**src/design/ebm_pkg.sv**
```systemverilog
// Package for the expansion bus master port: types, widths, timing constants.
// Assumes one 125 MHz clock; no software-visible registers.
package ebm_pkg;
  localparam int EBM_AW = 32;
  localparam int EBM_DW = 32;
  localparam int EBM_IDW = 8;
  localparam int EBM_NG = 6;
  localparam int EBM_PW = 6;
  localparam logic [13:0] EBM_LEN_LIMIT_RST = 14'd16380;
  localparam logic [13:0] EBM_PEND_LIMIT_RST = 14'd16380;
  localparam logic [4:0] EBM_RETRY_DELAY = 5'd16;
  localparam logic [15:0] EBM_WDOG_RST = 16'hFFFF;
  localparam int EBM_FIFO_W = 40;
  localparam int EBM_FIFO_D = 16;
  // Address windows decoded from the top nibble of the bus address
  localparam logic [3:0] EBM_SPACE_DEBUG = 4'hE;
  localparam logic [3:0] EBM_SPACE_REG = 4'hF;
  localparam logic [3:0] EBM_SPACE_BCAST = 4'hD;
  typedef enum logic [2:0] {
    EBM_OP_LOOPBACK = 3'h0,
    EBM_OP_READ1 = 3'h1,
    EBM_OP_READ2 = 3'h2,
    EBM_OP_WRITE1 = 3'h3,
    EBM_OP_WRITE2 = 3'h4
  } ebm_op_e;
  typedef enum logic [1:0] {
    EBM_DST_BUS = 2'h0,
    EBM_DST_REG = 2'h1,
    EBM_DST_DEBUG = 2'h2,
    EBM_DST_INQ = 2'h3
  } ebm_dst_e;
  typedef enum logic [2:0] {
    EBM_ST_IDLE = 3'b000,
    EBM_ST_ADDR = 3'b001,
    EBM_ST_DATA = 3'b011,
    EBM_ST_WAIT = 3'b010,
    EBM_ST_DONE = 3'b110,
    EBM_ST_BACKOFF = 3'b111,
    EBM_ST_LOCAL = 3'b101
  } ebm_state_e;
endpackage

```
**src/design/ebm_fifo.sv**
```systemverilog
// Synchronous FIFO with valid/ready on both sides, flop storage.
// Assumes a single clock and a synchronised active-low reset.
`timescale 1ns/1ps
`default_nettype none
module ebm_fifo #(
  parameter int WIDTH = 40,
  parameter int DEPTH = 16
) (
  input wire logic i_clk,
  input wire logic i_rstn,
  input wire logic i_in_valid,
  output logic o_in_ready,
  input wire logic [WIDTH-1:0] i_in_data,
  output logic o_out_valid,
  input wire logic i_out_ready,
  output logic [WIDTH-1:0] o_out_data
);
  localparam int AW = $clog2(DEPTH);
  logic [WIDTH-1:0] mem_ff [DEPTH];
  logic [AW-1:0] wp_ff, rp_ff, nxt_wp, nxt_rp;
  logic [AW:0] cnt_ff, nxt_cnt;
  logic push, pop;
  always_comb begin
    push = i_in_valid && (cnt_ff != (AW+1)'(DEPTH));
    pop = (cnt_ff != '0) && i_out_ready;
    nxt_wp = push ? wp_ff + 1'b1 : wp_ff;
    nxt_rp = pop ? rp_ff + 1'b1 : rp_ff;
    nxt_cnt = cnt_ff + (AW+1)'(push) - (AW+1)'(pop);
  end
  always_ff @(posedge i_clk or negedge i_rstn) begin
    if (!i_rstn) begin
      wp_ff <= '0;
      rp_ff <= '0;
      cnt_ff <= '0;
    end else begin
      wp_ff <= nxt_wp;
      rp_ff <= nxt_rp;
      cnt_ff <= nxt_cnt;
    end
  end
  always_ff @(posedge i_clk) begin
    if (push) begin
      mem_ff[wp_ff] <= i_in_data;
    end
  end
  assign o_in_ready = cnt_ff != (AW+1)'(DEPTH);
  assign o_out_valid = cnt_ff != '0;
  assign o_out_data = mem_ff[rp_ff];
endmodule
`default_nettype wire

```
**src/design/ebm_master.sv**
```systemverilog
// Expansion bus master port: routes outbound and read-return entries.
// Assumes queues upstream hold entries stable while valid; bus pins synchronous.
`timescale 1ns/1ps
`default_nettype none
module ebm_master
  import ebm_pkg::*;
(
  input wire logic i_clk,
  input wire logic i_rstn,
  // Limits programmed elsewhere; loaded in any state whenever their write enable is high
  input wire logic [13:0] i_len_limit,
  input wire logic i_len_limit_we,
  input wire logic [13:0] i_pend_limit,
  input wire logic i_pend_limit_we,
  // Outbound command queue head
  input wire logic i_oq_valid,
  output logic o_oq_pop,
  input wire logic [2:0] i_oq_op,
  input wire logic [EBM_AW-1:0] i_oq_addr,
  input wire logic [3:0] i_oq_size,
  input wire logic [7:0] i_oq_bytes,
  input wire logic [EBM_DW-1:0] i_oq_data0,
  input wire logic [EBM_DW-1:0] i_oq_data1,
  input wire logic [EBM_IDW-1:0] i_oq_mid,
  input wire logic [EBM_IDW-1:0] i_oq_tid,
  input wire logic i_oq_pendable,
  // Read return queue head
  input wire logic i_rq_valid,
  output logic o_rq_pop,
  input wire logic [2:0] i_rq_guest,
  input wire logic [3:0] i_rq_size,
  input wire logic [EBM_PW-1:0] i_rq_ptr,
  output logic [EBM_PW-1:0] o_ram_addr,
  input wire logic [EBM_DW-1:0] i_ram_data,
  // Bus pins
  input wire logic i_bus_own,
  output logic o_bus_req,
  output logic [EBM_AW-1:0] o_ad,
  output logic o_ad_oe_n,
  input wire logic [EBM_DW-1:0] i_ad,
  output logic [2:0] o_type,
  output logic o_slave_ack_n,
  output logic o_slave_ack_oe_n,
  input wire logic i_slave_ack_n,
  input wire logic i_bus_error_n,
  input wire logic i_guest_busy_n,
  input wire logic i_pend_acknowledge_n,
  output logic o_pend_capable_n,
  output logic o_read_return_flag_n,
  output logic [EBM_NG-1:0] o_guest_grant_n,
  input wire logic i_guest_seq_done,
  input wire logic i_pend_return_seen,
  // Guest DMA activity seen by the slave side
  input wire logic i_dma_active,
  input wire logic i_dma_read_addr,
  input wire logic i_dma_write_addr,
  input wire logic i_prefetch_hint_n,
  output logic o_prefetch_ok,
  // Register-space and debug-port side
  output logic o_reg_req,
  output logic o_dbg_req,
  output logic [7:0] o_dbg_addr,
  output logic [EBM_DW-1:0] o_loc_wdata,
  output logic o_loc_we,
  input wire logic i_loc_ack,
  input wire logic [EBM_DW-1:0] i_loc_rdata,
  // Inbound queue via FIFO
  output logic o_inq_valid,
  input wire logic i_inq_ready,
  output logic [EBM_FIFO_W-1:0] o_inq_data,
  // Error reporting
  output logic o_len_err,
  output logic o_pend_err,
  output logic o_wdog_err
);
  logic [1:0] rst_sync_ff;
  logic rstn;
  always_ff @(posedge i_clk or negedge i_rstn) begin
    if (!i_rstn) begin
      rst_sync_ff <= 2'b00;
    end else begin
      rst_sync_ff <= {rst_sync_ff[0], 1'b1};
    end
  end
  assign rstn = rst_sync_ff[1];

  function automatic ebm_dst_e route(input logic [2:0] op, input logic [EBM_AW-1:0] a);
    if (op == EBM_OP_LOOPBACK) begin
      route = EBM_DST_INQ;
    end else if (a[31:28] == EBM_SPACE_DEBUG) begin
      route = EBM_DST_DEBUG;
    end else if (a[31:28] == EBM_SPACE_REG && op != EBM_OP_WRITE2) begin
      route = EBM_DST_REG;
    end else begin
      route = EBM_DST_BUS;
    end
  endfunction

  ebm_state_e st_ff, nxt_st;
  logic is_rr_ff, nxt_is_rr;
  logic beat_ff, nxt_beat;
  logic [13:0] len_cnt_ff, nxt_len_cnt, len_lim_ff, nxt_len_lim;
  logic [13:0] pend_cnt_ff, nxt_pend_cnt, pend_lim_ff, nxt_pend_lim;
  logic pend_out_ff, nxt_pend_out;
  // Pend was offered for the read in flight; the guest answers cycles later
  logic pend_try_ff, nxt_pend_try;
  logic [4:0] bo_cnt_ff, nxt_bo_cnt;
  logic [15:0] wdog_ff, nxt_wdog;
  logic [EBM_DW-1:0] rd0_ff, nxt_rd0;
  logic inq_push;
  logic [EBM_FIFO_W-1:0] inq_word;
  logic fifo_ready;
  logic req_ff, nxt_req;
  logic [EBM_AW-1:0] ad_ff, nxt_ad;
  logic ad_oe_n_ff, nxt_ad_oe_n;
  logic [2:0] type_ff, nxt_type;
  logic ack_n_ff, nxt_ack_n;
  logic pendc_n_ff, nxt_pendc_n;
  logic rrf_n_ff, nxt_rrf_n;
  logic [EBM_NG-1:0] gnt_n_ff, nxt_gnt_n;
  logic oq_pop_ff, nxt_oq_pop, rq_pop_ff, nxt_rq_pop;
  logic reg_req_ff, nxt_reg_req, dbg_req_ff, nxt_dbg_req;
  logic len_err_ff, nxt_len_err, pend_err_ff, nxt_pend_err, wdog_err_ff, nxt_wdog_err;
  logic pf_ok_ff, nxt_pf_ok;
  logic last_beat, two_word, bcast;
  ebm_dst_e dst;

  always_comb begin
    dst = route(i_oq_op, i_oq_addr);
    two_word = is_rr_ff ? (i_rq_size > 4'd4) : (i_oq_op == EBM_OP_READ2 || i_oq_op == EBM_OP_WRITE2);
    // Stream exactly the requested words, never more
    last_beat = !two_word || beat_ff;
    bcast = i_oq_addr[31:28] == EBM_SPACE_BCAST;
    nxt_st = st_ff;
    nxt_is_rr = is_rr_ff;
    nxt_beat = beat_ff;
    nxt_len_cnt = len_cnt_ff;
    nxt_len_lim = i_len_limit_we ? i_len_limit : len_lim_ff;
    nxt_pend_lim = i_pend_limit_we ? i_pend_limit : pend_lim_ff;
    nxt_pend_out = pend_out_ff;
    nxt_pend_try = pend_try_ff;
    nxt_pend_cnt = pend_cnt_ff;
    nxt_bo_cnt = bo_cnt_ff;
    nxt_rd0 = rd0_ff;
    nxt_req = 1'b0;
    nxt_ad = ad_ff;
    nxt_ad_oe_n = 1'b1;
    nxt_type = type_ff;
    nxt_ack_n = 1'b1;
    nxt_pendc_n = 1'b1;
    nxt_rrf_n = 1'b1;
    nxt_gnt_n = '1;
    nxt_oq_pop = 1'b0;
    nxt_rq_pop = 1'b0;
    nxt_reg_req = 1'b0;
    nxt_dbg_req = 1'b0;
    nxt_len_err = 1'b0;
    nxt_pend_err = 1'b0;
    inq_push = 1'b0;
    inq_word = {i_oq_mid, i_oq_tid, i_oq_size, i_oq_bytes, 12'h000};
    // Pended read timer runs until the guest return arrives or the pend limit is reached
    if (pend_out_ff) begin
      if (i_pend_return_seen) begin
        nxt_pend_out = 1'b0;
      end else if (pend_cnt_ff >= pend_lim_ff) begin
        nxt_pend_out = 1'b0;
        nxt_pend_err = 1'b1;
      end else begin
        nxt_pend_cnt = pend_cnt_ff + 14'd1;
      end
    end
    unique case (st_ff)
      EBM_ST_IDLE: begin
        nxt_beat = 1'b0;
        // Read returns outrank outbound work while guest DMA is inactive
        if (i_rq_valid && !i_dma_active) begin
          nxt_is_rr = 1'b1;
          nxt_req = 1'b1;
          nxt_st = EBM_ST_ADDR;
        end else if (i_oq_valid && fifo_ready) begin
          nxt_is_rr = 1'b0;
          if (dst == EBM_DST_BUS) begin
            nxt_req = 1'b1;
            nxt_st = EBM_ST_ADDR;
          end else if (dst == EBM_DST_INQ) begin
            inq_push = 1'b1;
            nxt_oq_pop = 1'b1;
            nxt_st = EBM_ST_DONE;
          end else begin
            nxt_reg_req = dst == EBM_DST_REG;
            nxt_dbg_req = dst == EBM_DST_DEBUG;
            nxt_st = EBM_ST_LOCAL;
          end
        end
      end
      EBM_ST_ADDR: begin
        nxt_req = 1'b1;
        nxt_len_cnt = 14'd0;
        if (i_bus_own) begin
          nxt_req = 1'b0;
          nxt_ad_oe_n = 1'b0;
          if (is_rr_ff) begin
            // Guest addressed by its grant plus the return flag
            nxt_gnt_n[i_rq_guest] = 1'b0;
            nxt_rrf_n = 1'b0;
            nxt_ad = i_ram_data;
            nxt_st = EBM_ST_DATA;
          end else begin
            nxt_ad = i_oq_addr;
            nxt_type = i_oq_op;
            nxt_pend_try = i_oq_pendable && !pend_out_ff
              && (i_oq_op == EBM_OP_READ1 || i_oq_op == EBM_OP_READ2);
            nxt_pendc_n = !nxt_pend_try;
            nxt_st = (i_oq_op == EBM_OP_WRITE1 || i_oq_op == EBM_OP_WRITE2)
              ? EBM_ST_DATA : EBM_ST_WAIT;
          end
        end
      end
      EBM_ST_DATA: begin
        nxt_ad_oe_n = 1'b0;
        nxt_len_cnt = len_cnt_ff + 14'd1;
        if (is_rr_ff) begin
          nxt_gnt_n[i_rq_guest] = last_beat;
          nxt_rrf_n = last_beat;
          nxt_ad = i_ram_data;
          nxt_beat = 1'b1;
          if (last_beat) begin
            nxt_rq_pop = 1'b1;
            nxt_st = EBM_ST_DONE;
          end
        end else begin
          // Data follows the address cycle directly
          nxt_ad = beat_ff ? i_oq_data1 : i_oq_data0;
          nxt_ack_n = !bcast;
          nxt_st = EBM_ST_WAIT;
        end
      end
      EBM_ST_WAIT: begin
        // Master counts wait cycles and drops the entry with a length error at the limit
        nxt_len_cnt = len_cnt_ff + 14'd1;
        if (!i_guest_busy_n) begin
          nxt_bo_cnt = 5'd0;
          nxt_st = EBM_ST_BACKOFF;
        end else if (!i_pend_acknowledge_n && pend_try_ff) begin
          nxt_pend_out = 1'b1;
          nxt_pend_cnt = 14'd0;
          nxt_oq_pop = 1'b1;
          nxt_st = EBM_ST_DONE;
        end else if (!i_slave_ack_n || (bcast && type_ff == EBM_OP_WRITE1)) begin
          if (type_ff == EBM_OP_READ1 || type_ff == EBM_OP_READ2) begin
            nxt_rd0 = i_ad;
            nxt_beat = 1'b1;
            if (last_beat) begin
              inq_push = 1'b1;
              inq_word = {i_oq_mid, i_oq_tid, i_oq_size, i_oq_bytes, 12'h000};
              nxt_oq_pop = 1'b1;
              nxt_st = EBM_ST_DONE;
            end
          end else if (!i_bus_error_n || last_beat) begin
            nxt_oq_pop = 1'b1;
            nxt_st = EBM_ST_DONE;
          end else begin
            // Second word of a double write
            nxt_beat = 1'b1;
            nxt_st = EBM_ST_DATA;
          end
        end else if (len_cnt_ff >= len_lim_ff) begin
          nxt_len_err = 1'b1;
          nxt_oq_pop = 1'b1;
          nxt_st = EBM_ST_DONE;
        end
      end
      EBM_ST_BACKOFF: begin
        // Reattempt after a return, a guest sequence or the fixed delay
        nxt_bo_cnt = bo_cnt_ff + 5'd1;
        if (i_rq_valid || i_guest_seq_done || bo_cnt_ff == EBM_RETRY_DELAY - 5'd1) begin
          nxt_st = EBM_ST_IDLE;
        end
      end
      EBM_ST_LOCAL: begin
        nxt_reg_req = reg_req_ff && !i_loc_ack;
        nxt_dbg_req = dbg_req_ff && !i_loc_ack;
        if (i_loc_ack) begin
          if (i_oq_op == EBM_OP_READ1 || i_oq_op == EBM_OP_READ2) begin
            inq_push = 1'b1;
          end
          nxt_rd0 = i_loc_rdata;
          nxt_oq_pop = 1'b1;
          nxt_st = EBM_ST_DONE;
        end
      end
      EBM_ST_DONE: begin
        nxt_st = EBM_ST_IDLE;
      end
      default: begin
        nxt_st = EBM_ST_IDLE;
      end
    endcase
  end

  // Watchdog over guest tenure only, decremented every cycle until it holds at zero
  always_comb begin
    nxt_wdog = i_dma_active ? (wdog_ff == 16'h0000 ? wdog_ff : wdog_ff - 16'd1) : EBM_WDOG_RST;
    nxt_wdog_err = i_dma_active && wdog_ff == 16'h0001;
    // Hint only counts on a DMA read address cycle; writes ignore it
    if (i_dma_read_addr) begin
      nxt_pf_ok = !i_prefetch_hint_n;
    end else if (i_dma_write_addr) begin
      nxt_pf_ok = pf_ok_ff;
    end else begin
      nxt_pf_ok = pf_ok_ff;
    end
  end

  always_ff @(posedge i_clk or negedge rstn) begin
    if (!rstn) begin
      st_ff <= EBM_ST_IDLE;
      is_rr_ff <= 1'b0;
      beat_ff <= 1'b0;
      len_cnt_ff <= 14'd0;
      len_lim_ff <= EBM_LEN_LIMIT_RST;
      pend_cnt_ff <= 14'd0;
      pend_lim_ff <= EBM_PEND_LIMIT_RST;
      pend_out_ff <= 1'b0;
      pend_try_ff <= 1'b0;
      bo_cnt_ff <= 5'd0;
      wdog_ff <= EBM_WDOG_RST;
      rd0_ff <= '0;
      req_ff <= 1'b0;
      ad_ff <= '0;
      ad_oe_n_ff <= 1'b1;
      type_ff <= 3'h0;
      ack_n_ff <= 1'b1;
      pendc_n_ff <= 1'b1;
      rrf_n_ff <= 1'b1;
      gnt_n_ff <= '1;
      oq_pop_ff <= 1'b0;
      rq_pop_ff <= 1'b0;
      reg_req_ff <= 1'b0;
      dbg_req_ff <= 1'b0;
      len_err_ff <= 1'b0;
      pend_err_ff <= 1'b0;
      wdog_err_ff <= 1'b0;
      pf_ok_ff <= 1'b0;
    end else begin
      st_ff <= nxt_st;
      is_rr_ff <= nxt_is_rr;
      beat_ff <= nxt_beat;
      len_cnt_ff <= nxt_len_cnt;
      len_lim_ff <= nxt_len_lim;
      pend_cnt_ff <= nxt_pend_cnt;
      pend_lim_ff <= nxt_pend_lim;
      pend_out_ff <= nxt_pend_out;
      pend_try_ff <= nxt_pend_try;
      bo_cnt_ff <= nxt_bo_cnt;
      wdog_ff <= nxt_wdog;
      rd0_ff <= nxt_rd0;
      req_ff <= nxt_req;
      ad_ff <= nxt_ad;
      ad_oe_n_ff <= nxt_ad_oe_n;
      type_ff <= nxt_type;
      ack_n_ff <= nxt_ack_n;
      pendc_n_ff <= nxt_pendc_n;
      rrf_n_ff <= nxt_rrf_n;
      gnt_n_ff <= nxt_gnt_n;
      oq_pop_ff <= nxt_oq_pop;
      rq_pop_ff <= nxt_rq_pop;
      reg_req_ff <= nxt_reg_req;
      dbg_req_ff <= nxt_dbg_req;
      len_err_ff <= nxt_len_err;
      pend_err_ff <= nxt_pend_err;
      wdog_err_ff <= nxt_wdog_err;
      pf_ok_ff <= nxt_pf_ok;
    end
  end

  // Read entries keep ids, size and byte count in the data path
  ebm_fifo #(.WIDTH(EBM_FIFO_W), .DEPTH(EBM_FIFO_D)) u_inq (
    .i_clk(i_clk),
    .i_rstn(rstn),
    .i_in_valid(inq_push),
    .o_in_ready(fifo_ready),
    .i_in_data(inq_word),
    .o_out_valid(o_inq_valid),
    .i_out_ready(i_inq_ready),
    .o_out_data(o_inq_data)
  );

  assign o_ram_addr = i_rq_ptr + EBM_PW'(beat_ff);
  assign o_oq_pop = oq_pop_ff;
  assign o_rq_pop = rq_pop_ff;
  assign o_bus_req = req_ff;
  assign o_ad = ad_ff;
  assign o_ad_oe_n = ad_oe_n_ff;
  assign o_type = type_ff;
  assign o_slave_ack_n = ack_n_ff;
  assign o_slave_ack_oe_n = ack_n_ff;
  assign o_pend_capable_n = pendc_n_ff;
  assign o_read_return_flag_n = rrf_n_ff;
  assign o_guest_grant_n = gnt_n_ff;
  assign o_prefetch_ok = pf_ok_ff;
  assign o_reg_req = reg_req_ff;
  assign o_dbg_req = dbg_req_ff;
  // Debug port packs the low byte of the last driven AD value and data word 0
  assign o_dbg_addr = ad_ff[7:0];
  assign o_loc_wdata = i_oq_data0;
  assign o_loc_we = i_oq_op == EBM_OP_WRITE1 || i_oq_op == EBM_OP_WRITE2;
  assign o_len_err = len_err_ff;
  assign o_pend_err = pend_err_ff;
  assign o_wdog_err = wdog_err_ff;
endmodule
`default_nettype wire

```
**config.mk**
```make
export PLATFORM = sky130hd
export DESIGN_NAME = ebm_master
export DESIGN_NICKNAME = d
export VERILOG_FILES = /design/src/design/ebm_pkg.sv /design/src/design/ebm_fifo.sv /design/src/design/ebm_master.sv
export SDC_FILE = /design/constraint.sdc
export NUM_CORES = 1
export LEC_CHECK = 0
export BUFFER_PORTS_ARGS = -buffer_cell sky130_fd_sc_hd__buf_2
export CAP_MARGIN = 20
export CORE_ASPECT_RATIO = 1.75
export CORE_MARGIN = 1.5
export CORE_UTILIZATION = 50
export DETAILED_ROUTE_END_ITERATION = 7
export PLACE_DENSITY = 0.78
export SYNTH_ARGS = -nofsm -noshare
export SYNTH_HDL_FRONTEND = slang
export SYNTH_HIERARCHICAL = 1
export SYNTH_SLANG_ARGS = --single-unit
export TNS_END_PERCENT = 30
```
**constraint.sdc**
```tcl
create_clock -name i_clk -period 5.3 [get_ports i_clk]
set_input_delay 0 -clock i_clk [delete_from_list [all_inputs] [get_ports i_clk]]
set_output_delay 0 -clock i_clk [all_outputs]
set_load 0.005 [all_outputs]
```
==> summary.txt <==
Run status
  – Status: finished with violations
  – Violated checks: negative hold slack

Timing
  – Period utilization: 0.744
  – Total Negative Setup Slacks: 0 ns
  – Slew Limit Fails: 0
  – Clock skew: 0.0177 ns
  – Max_slew headroom: 0.369
  – Endpoints failing hold: 1
  – # setup viols final: 0
  – Worst Tran Pin Value: 0.946 ns
  – Fmax: 254 MHz
  – Worst hold margin: -0.00402 ns
  – Tmin final: 3.94 ns
  – RSZ-0062 raised after global routing: false

Global route
  – Tot GR Track Use: 0.261
  – First-pass GRT wire length: 133 mm
  – Number of global-route vias before repair: 23.1k
  – Largest net degree at the start of global routing: 152
  – GRT overflow: 0
  – Initial antenna violation count: 10

Synth
  – Number of synthesized flops with an enable pin: 640
  – Synth unique cells: 69
  – Mapped Area: 0.0336 mm²
  – FF+latch count, synth: 793
  – Gate Count Post-Synth: 2161
  – Synth Warn #: 6
  – Ranking of synthesized cells by area: edfxtp_1, dfrtp_1, mux2i_1, mux4_2, dfstp_2
  – Share of the synthesized area in the top cell type: 0.573
  – Primary FF master, synth: edfxtp_1
  – Syn Area/Cell: 15.5 µm²
  – Sequential fraction of the synthesis area: 0.688
  – Yosys top cell by area: edfxtp_1
  – Ys async rst share: 0.193

Critical path
  – Critical path destination: u_inq/mem_ff[5][26]
  – Slowest CP cell: and2_2
  – R2R depth: 8
  – Startpoint types: register
  – Critical path required time: 5.57 ns
  – Worst R2R Setup Slack: 1.36 ns
  – Worst setup path start: o_type[2]
  – Critical Path Sink Type: register
  – FF-to-FF End: u_inq/mem_ff[5][26]
  – CP Cell Sequence: o31a_1, or2_2, o311ai_0, and2_1, inv_1, nor3b_1, and2_2, buf_4
  – Worst EP arrival: 4.21 ns
  – Worst Path Max Fanout: 24
  – Kind of critical path: register to register
  – Worst r2r src: o_type[2]
  – Worst path max stage delay: 0.56 ns

Pwr
  – P_leak: 0.0158 µW
  – Max rail drop VDD: 377 µV
  – Power Total: 18900 µW
  – PwrDens: 457 mW/mm²

Clocking
  – Post-CTS Setup Inserts: 0
  – CTS Buf Count: 72
  – Register clock-pin slew on the reported worst setup and hold paths: 0.07 ns
  – CTS tree: yes
  – CTS sink cnt: 793
  – Max Root-Sink Buffers: 3
  – Hold_buf cts: 211
  – H-Tree Depth: 3
  – Clock root buffer: clkbuf_16
  – Clock Latency Late Sink: 0.63 ns
  – Post-CTS sizing: 0

Placed design
  – Dpl cells: 3484
  – PortBufs: 361
  – Placer congestion estimate: 1.04
  – DP HPWL: 55.3 mm

Routing
  – Pre-antenna DRT Iters: 5
  – DR DRC count: 0
  – Total number of vias: 21.7k
  – Vias/cell: 5.65
  – WL per Instance: 23.1 µm
  – DRT iter0 DRCs: 1414
  – Final WL: 88.6 mm
  – Final ANT Viol Nets: 0

Layout
  – Synthesis-to-finish area growth: 23.0%
  – Multi-input logic area: 0.0101 mm²
  – Nets@finish: 3212
  – Fillers: 4686
  – Fraction of layout cells with a size suffix above 1: 0.235
  – Non-Filler Instances: 3834
  – Register area: 0.0231 mm²

Die
  – Initial core utilization: 0.505
  – Die area: 0.0688 mm²
  – Rows: 125
  – Core area: 0.0665 mm²
  – Total I/O pin count: 427
  – Die width: 199 µm
  – Die H: 346 µm

Job
  – Max capacitance violation total: 0

Hold path
  – Hold Crit Class: input pin to register
==> per-stage QoR <==
stage / hold slack (ns) / setup WS, ns / util / instance area [µm²]
after floorplan: -0.296 / -0.780 / - / 34300
after global placement: -0.214 / 1.50 / 0.553 / 36800
after detailed placement: -0.208 / 1.35 / 0.553 / 36800
after CTS: 0.00221 / 1.33 / 0.621 / 41300
after global routing: 0.0751 / 1.08 / 0.621 / 41300
final: -0.00402 / 1.36 / 0.621 / 41300
==> worst max-delay path, delay by kind of cell (launching register included) <==
| kind | cells | cell delay [ns] |
|---|---|---|
| flip-flops | 1 | 0.41 |
| buffers and inverters | 2 | 0.68 |
| AND/OR/NAND/NOR | 4 | 1.62 |
| AO/OA/AOI/OAI | 2 | 0.84 |
==> layout by cell type, fill, tap and decap left out, types with 74 or more instances in the layout <==
cell type and instances:
nand2_1 149, nor2_1 74, dfrtp_1 98, mux4_2 80
o21ai_0 130, buf_2 362, edfxtp_1 640, a221oi_1 80
dlygate4sd3_1 211, conb_1 193, mux2i_1 200
==> layer usage <==
| layer | vias to the layer above | track usage | routed length, µm |
|---|---|---|---|
| li1 | 9613 | - | - |
| met1 | 10800 | 0.275 | 29600 |
| met2 | 990 | 0.481 | 47700 |
| met3 | 265 | 0.0428 | 5920 |
| met4 | 2 | 0.156 | 5350 |
| met5 | - | 0 | 9 |
==> flip-flops by register name, indices dropped and copies added (netlist names), 5 cells and up <==
| name | cells |
|---|---|
| len_cnt_ff | 14 |
| wdog_ff | 16 |
| pend_lim_ff | 14 |
| len_lim_ff | 14 |
| u_inq/mem_ff | 640 |
| o_guest_grant_n | 6 |
| o_ad | 32 |
| bo_cnt_ff | 5 |
| u_inq/cnt_ff | 5 |
| pend_cnt_ff | 14 |
==> where the power goes <==
| part | switching, µW | total [µW] | internal [µW] |
|---|---|---|---|
| clock | 2340 | 5300 | 2970 |
| combinational | 3410 | 6060 | 2650 |
| sequential | 404 | 7510 | 7100 |
==> synth_stat cells, types with 4 or more instances <==
master	instances
o21ai_0	131
nor3_1	10
nand2b_1	12
buf_4	50
nor4_1	8
nor2b_1	9
dfstp_2	50
nor2_1	78
mux2_2	10
nand2_1	149
a31oi_1	5
mux2i_1	200
and3_1	11
nand4_1	16
dfrtp_1	103
ha_1	47
nand3_1	27
a211o_1	4
nor3b_1	7
inv_1	62
edfxtp_1	640
o211ai_1	4
a211oi_1	39
a22oi_1	40
buf_1	7
clkbuf_1	60
buf_2	25
a22o_1	7
buf_6	15
a21oi_1	60
mux4_2	80
xor2_1	6
or3_1	10
xnor2_1	25
a21o_1	9
a221oi_1	80
and2_1	14
==> worst min-delay path by stage <==
stage / start / endpoint / slack [ns] / cells after the start
after floorplan: i_rstn / rst_sync_ff[0] / -0.30 / 0
after global placement: i_rstn / rst_sync_ff[0] / -0.21 / 1
after detailed placement: i_rstn / rst_sync_ff[0] / -0.21 / 1
after CTS: i_pend_acknowledge_n / pend_cnt_ff[1] / 0.002 / 5
after global routing: i_pend_acknowledge_n / st_ff[1] / 0.08 / 4
final: i_pend_acknowledge_n / pend_cnt_ff[1] / -0.004 / 5
==> layout make-up <==
class                      instances  share of cell area
clock buffer                      84              0.0453
multi-input combinational       1337               0.244
sequential                       793               0.560
tap                              889              0.0269
clock inverter                    48              0.0124
antenna                            7            0.000424
inverter                          62             0.00564
timing repair buffer             614               0.105
==> logic make-up (layout without fill, tap and decap cells) <==
| family | after synthesis | in the layout | share of synthesized area |
|---|---|---|---|
| compound gates | 407 | 407 | 0.0809 |
| flops | 793 | 793 | 0.688 |
| buf+inv | 222 | 808 | 0.0352 |
| other cells | 2 | 200 | 0.000224 |
| simple gates | 367 | 367 | 0.0519 |
| fa+ha+maj | 48 | 48 | 0.0181 |
| xor+xnor | 31 | 31 | 0.00809 |
| mux | 291 | 291 | 0.117 |
(Power assumes the default switching activity.)
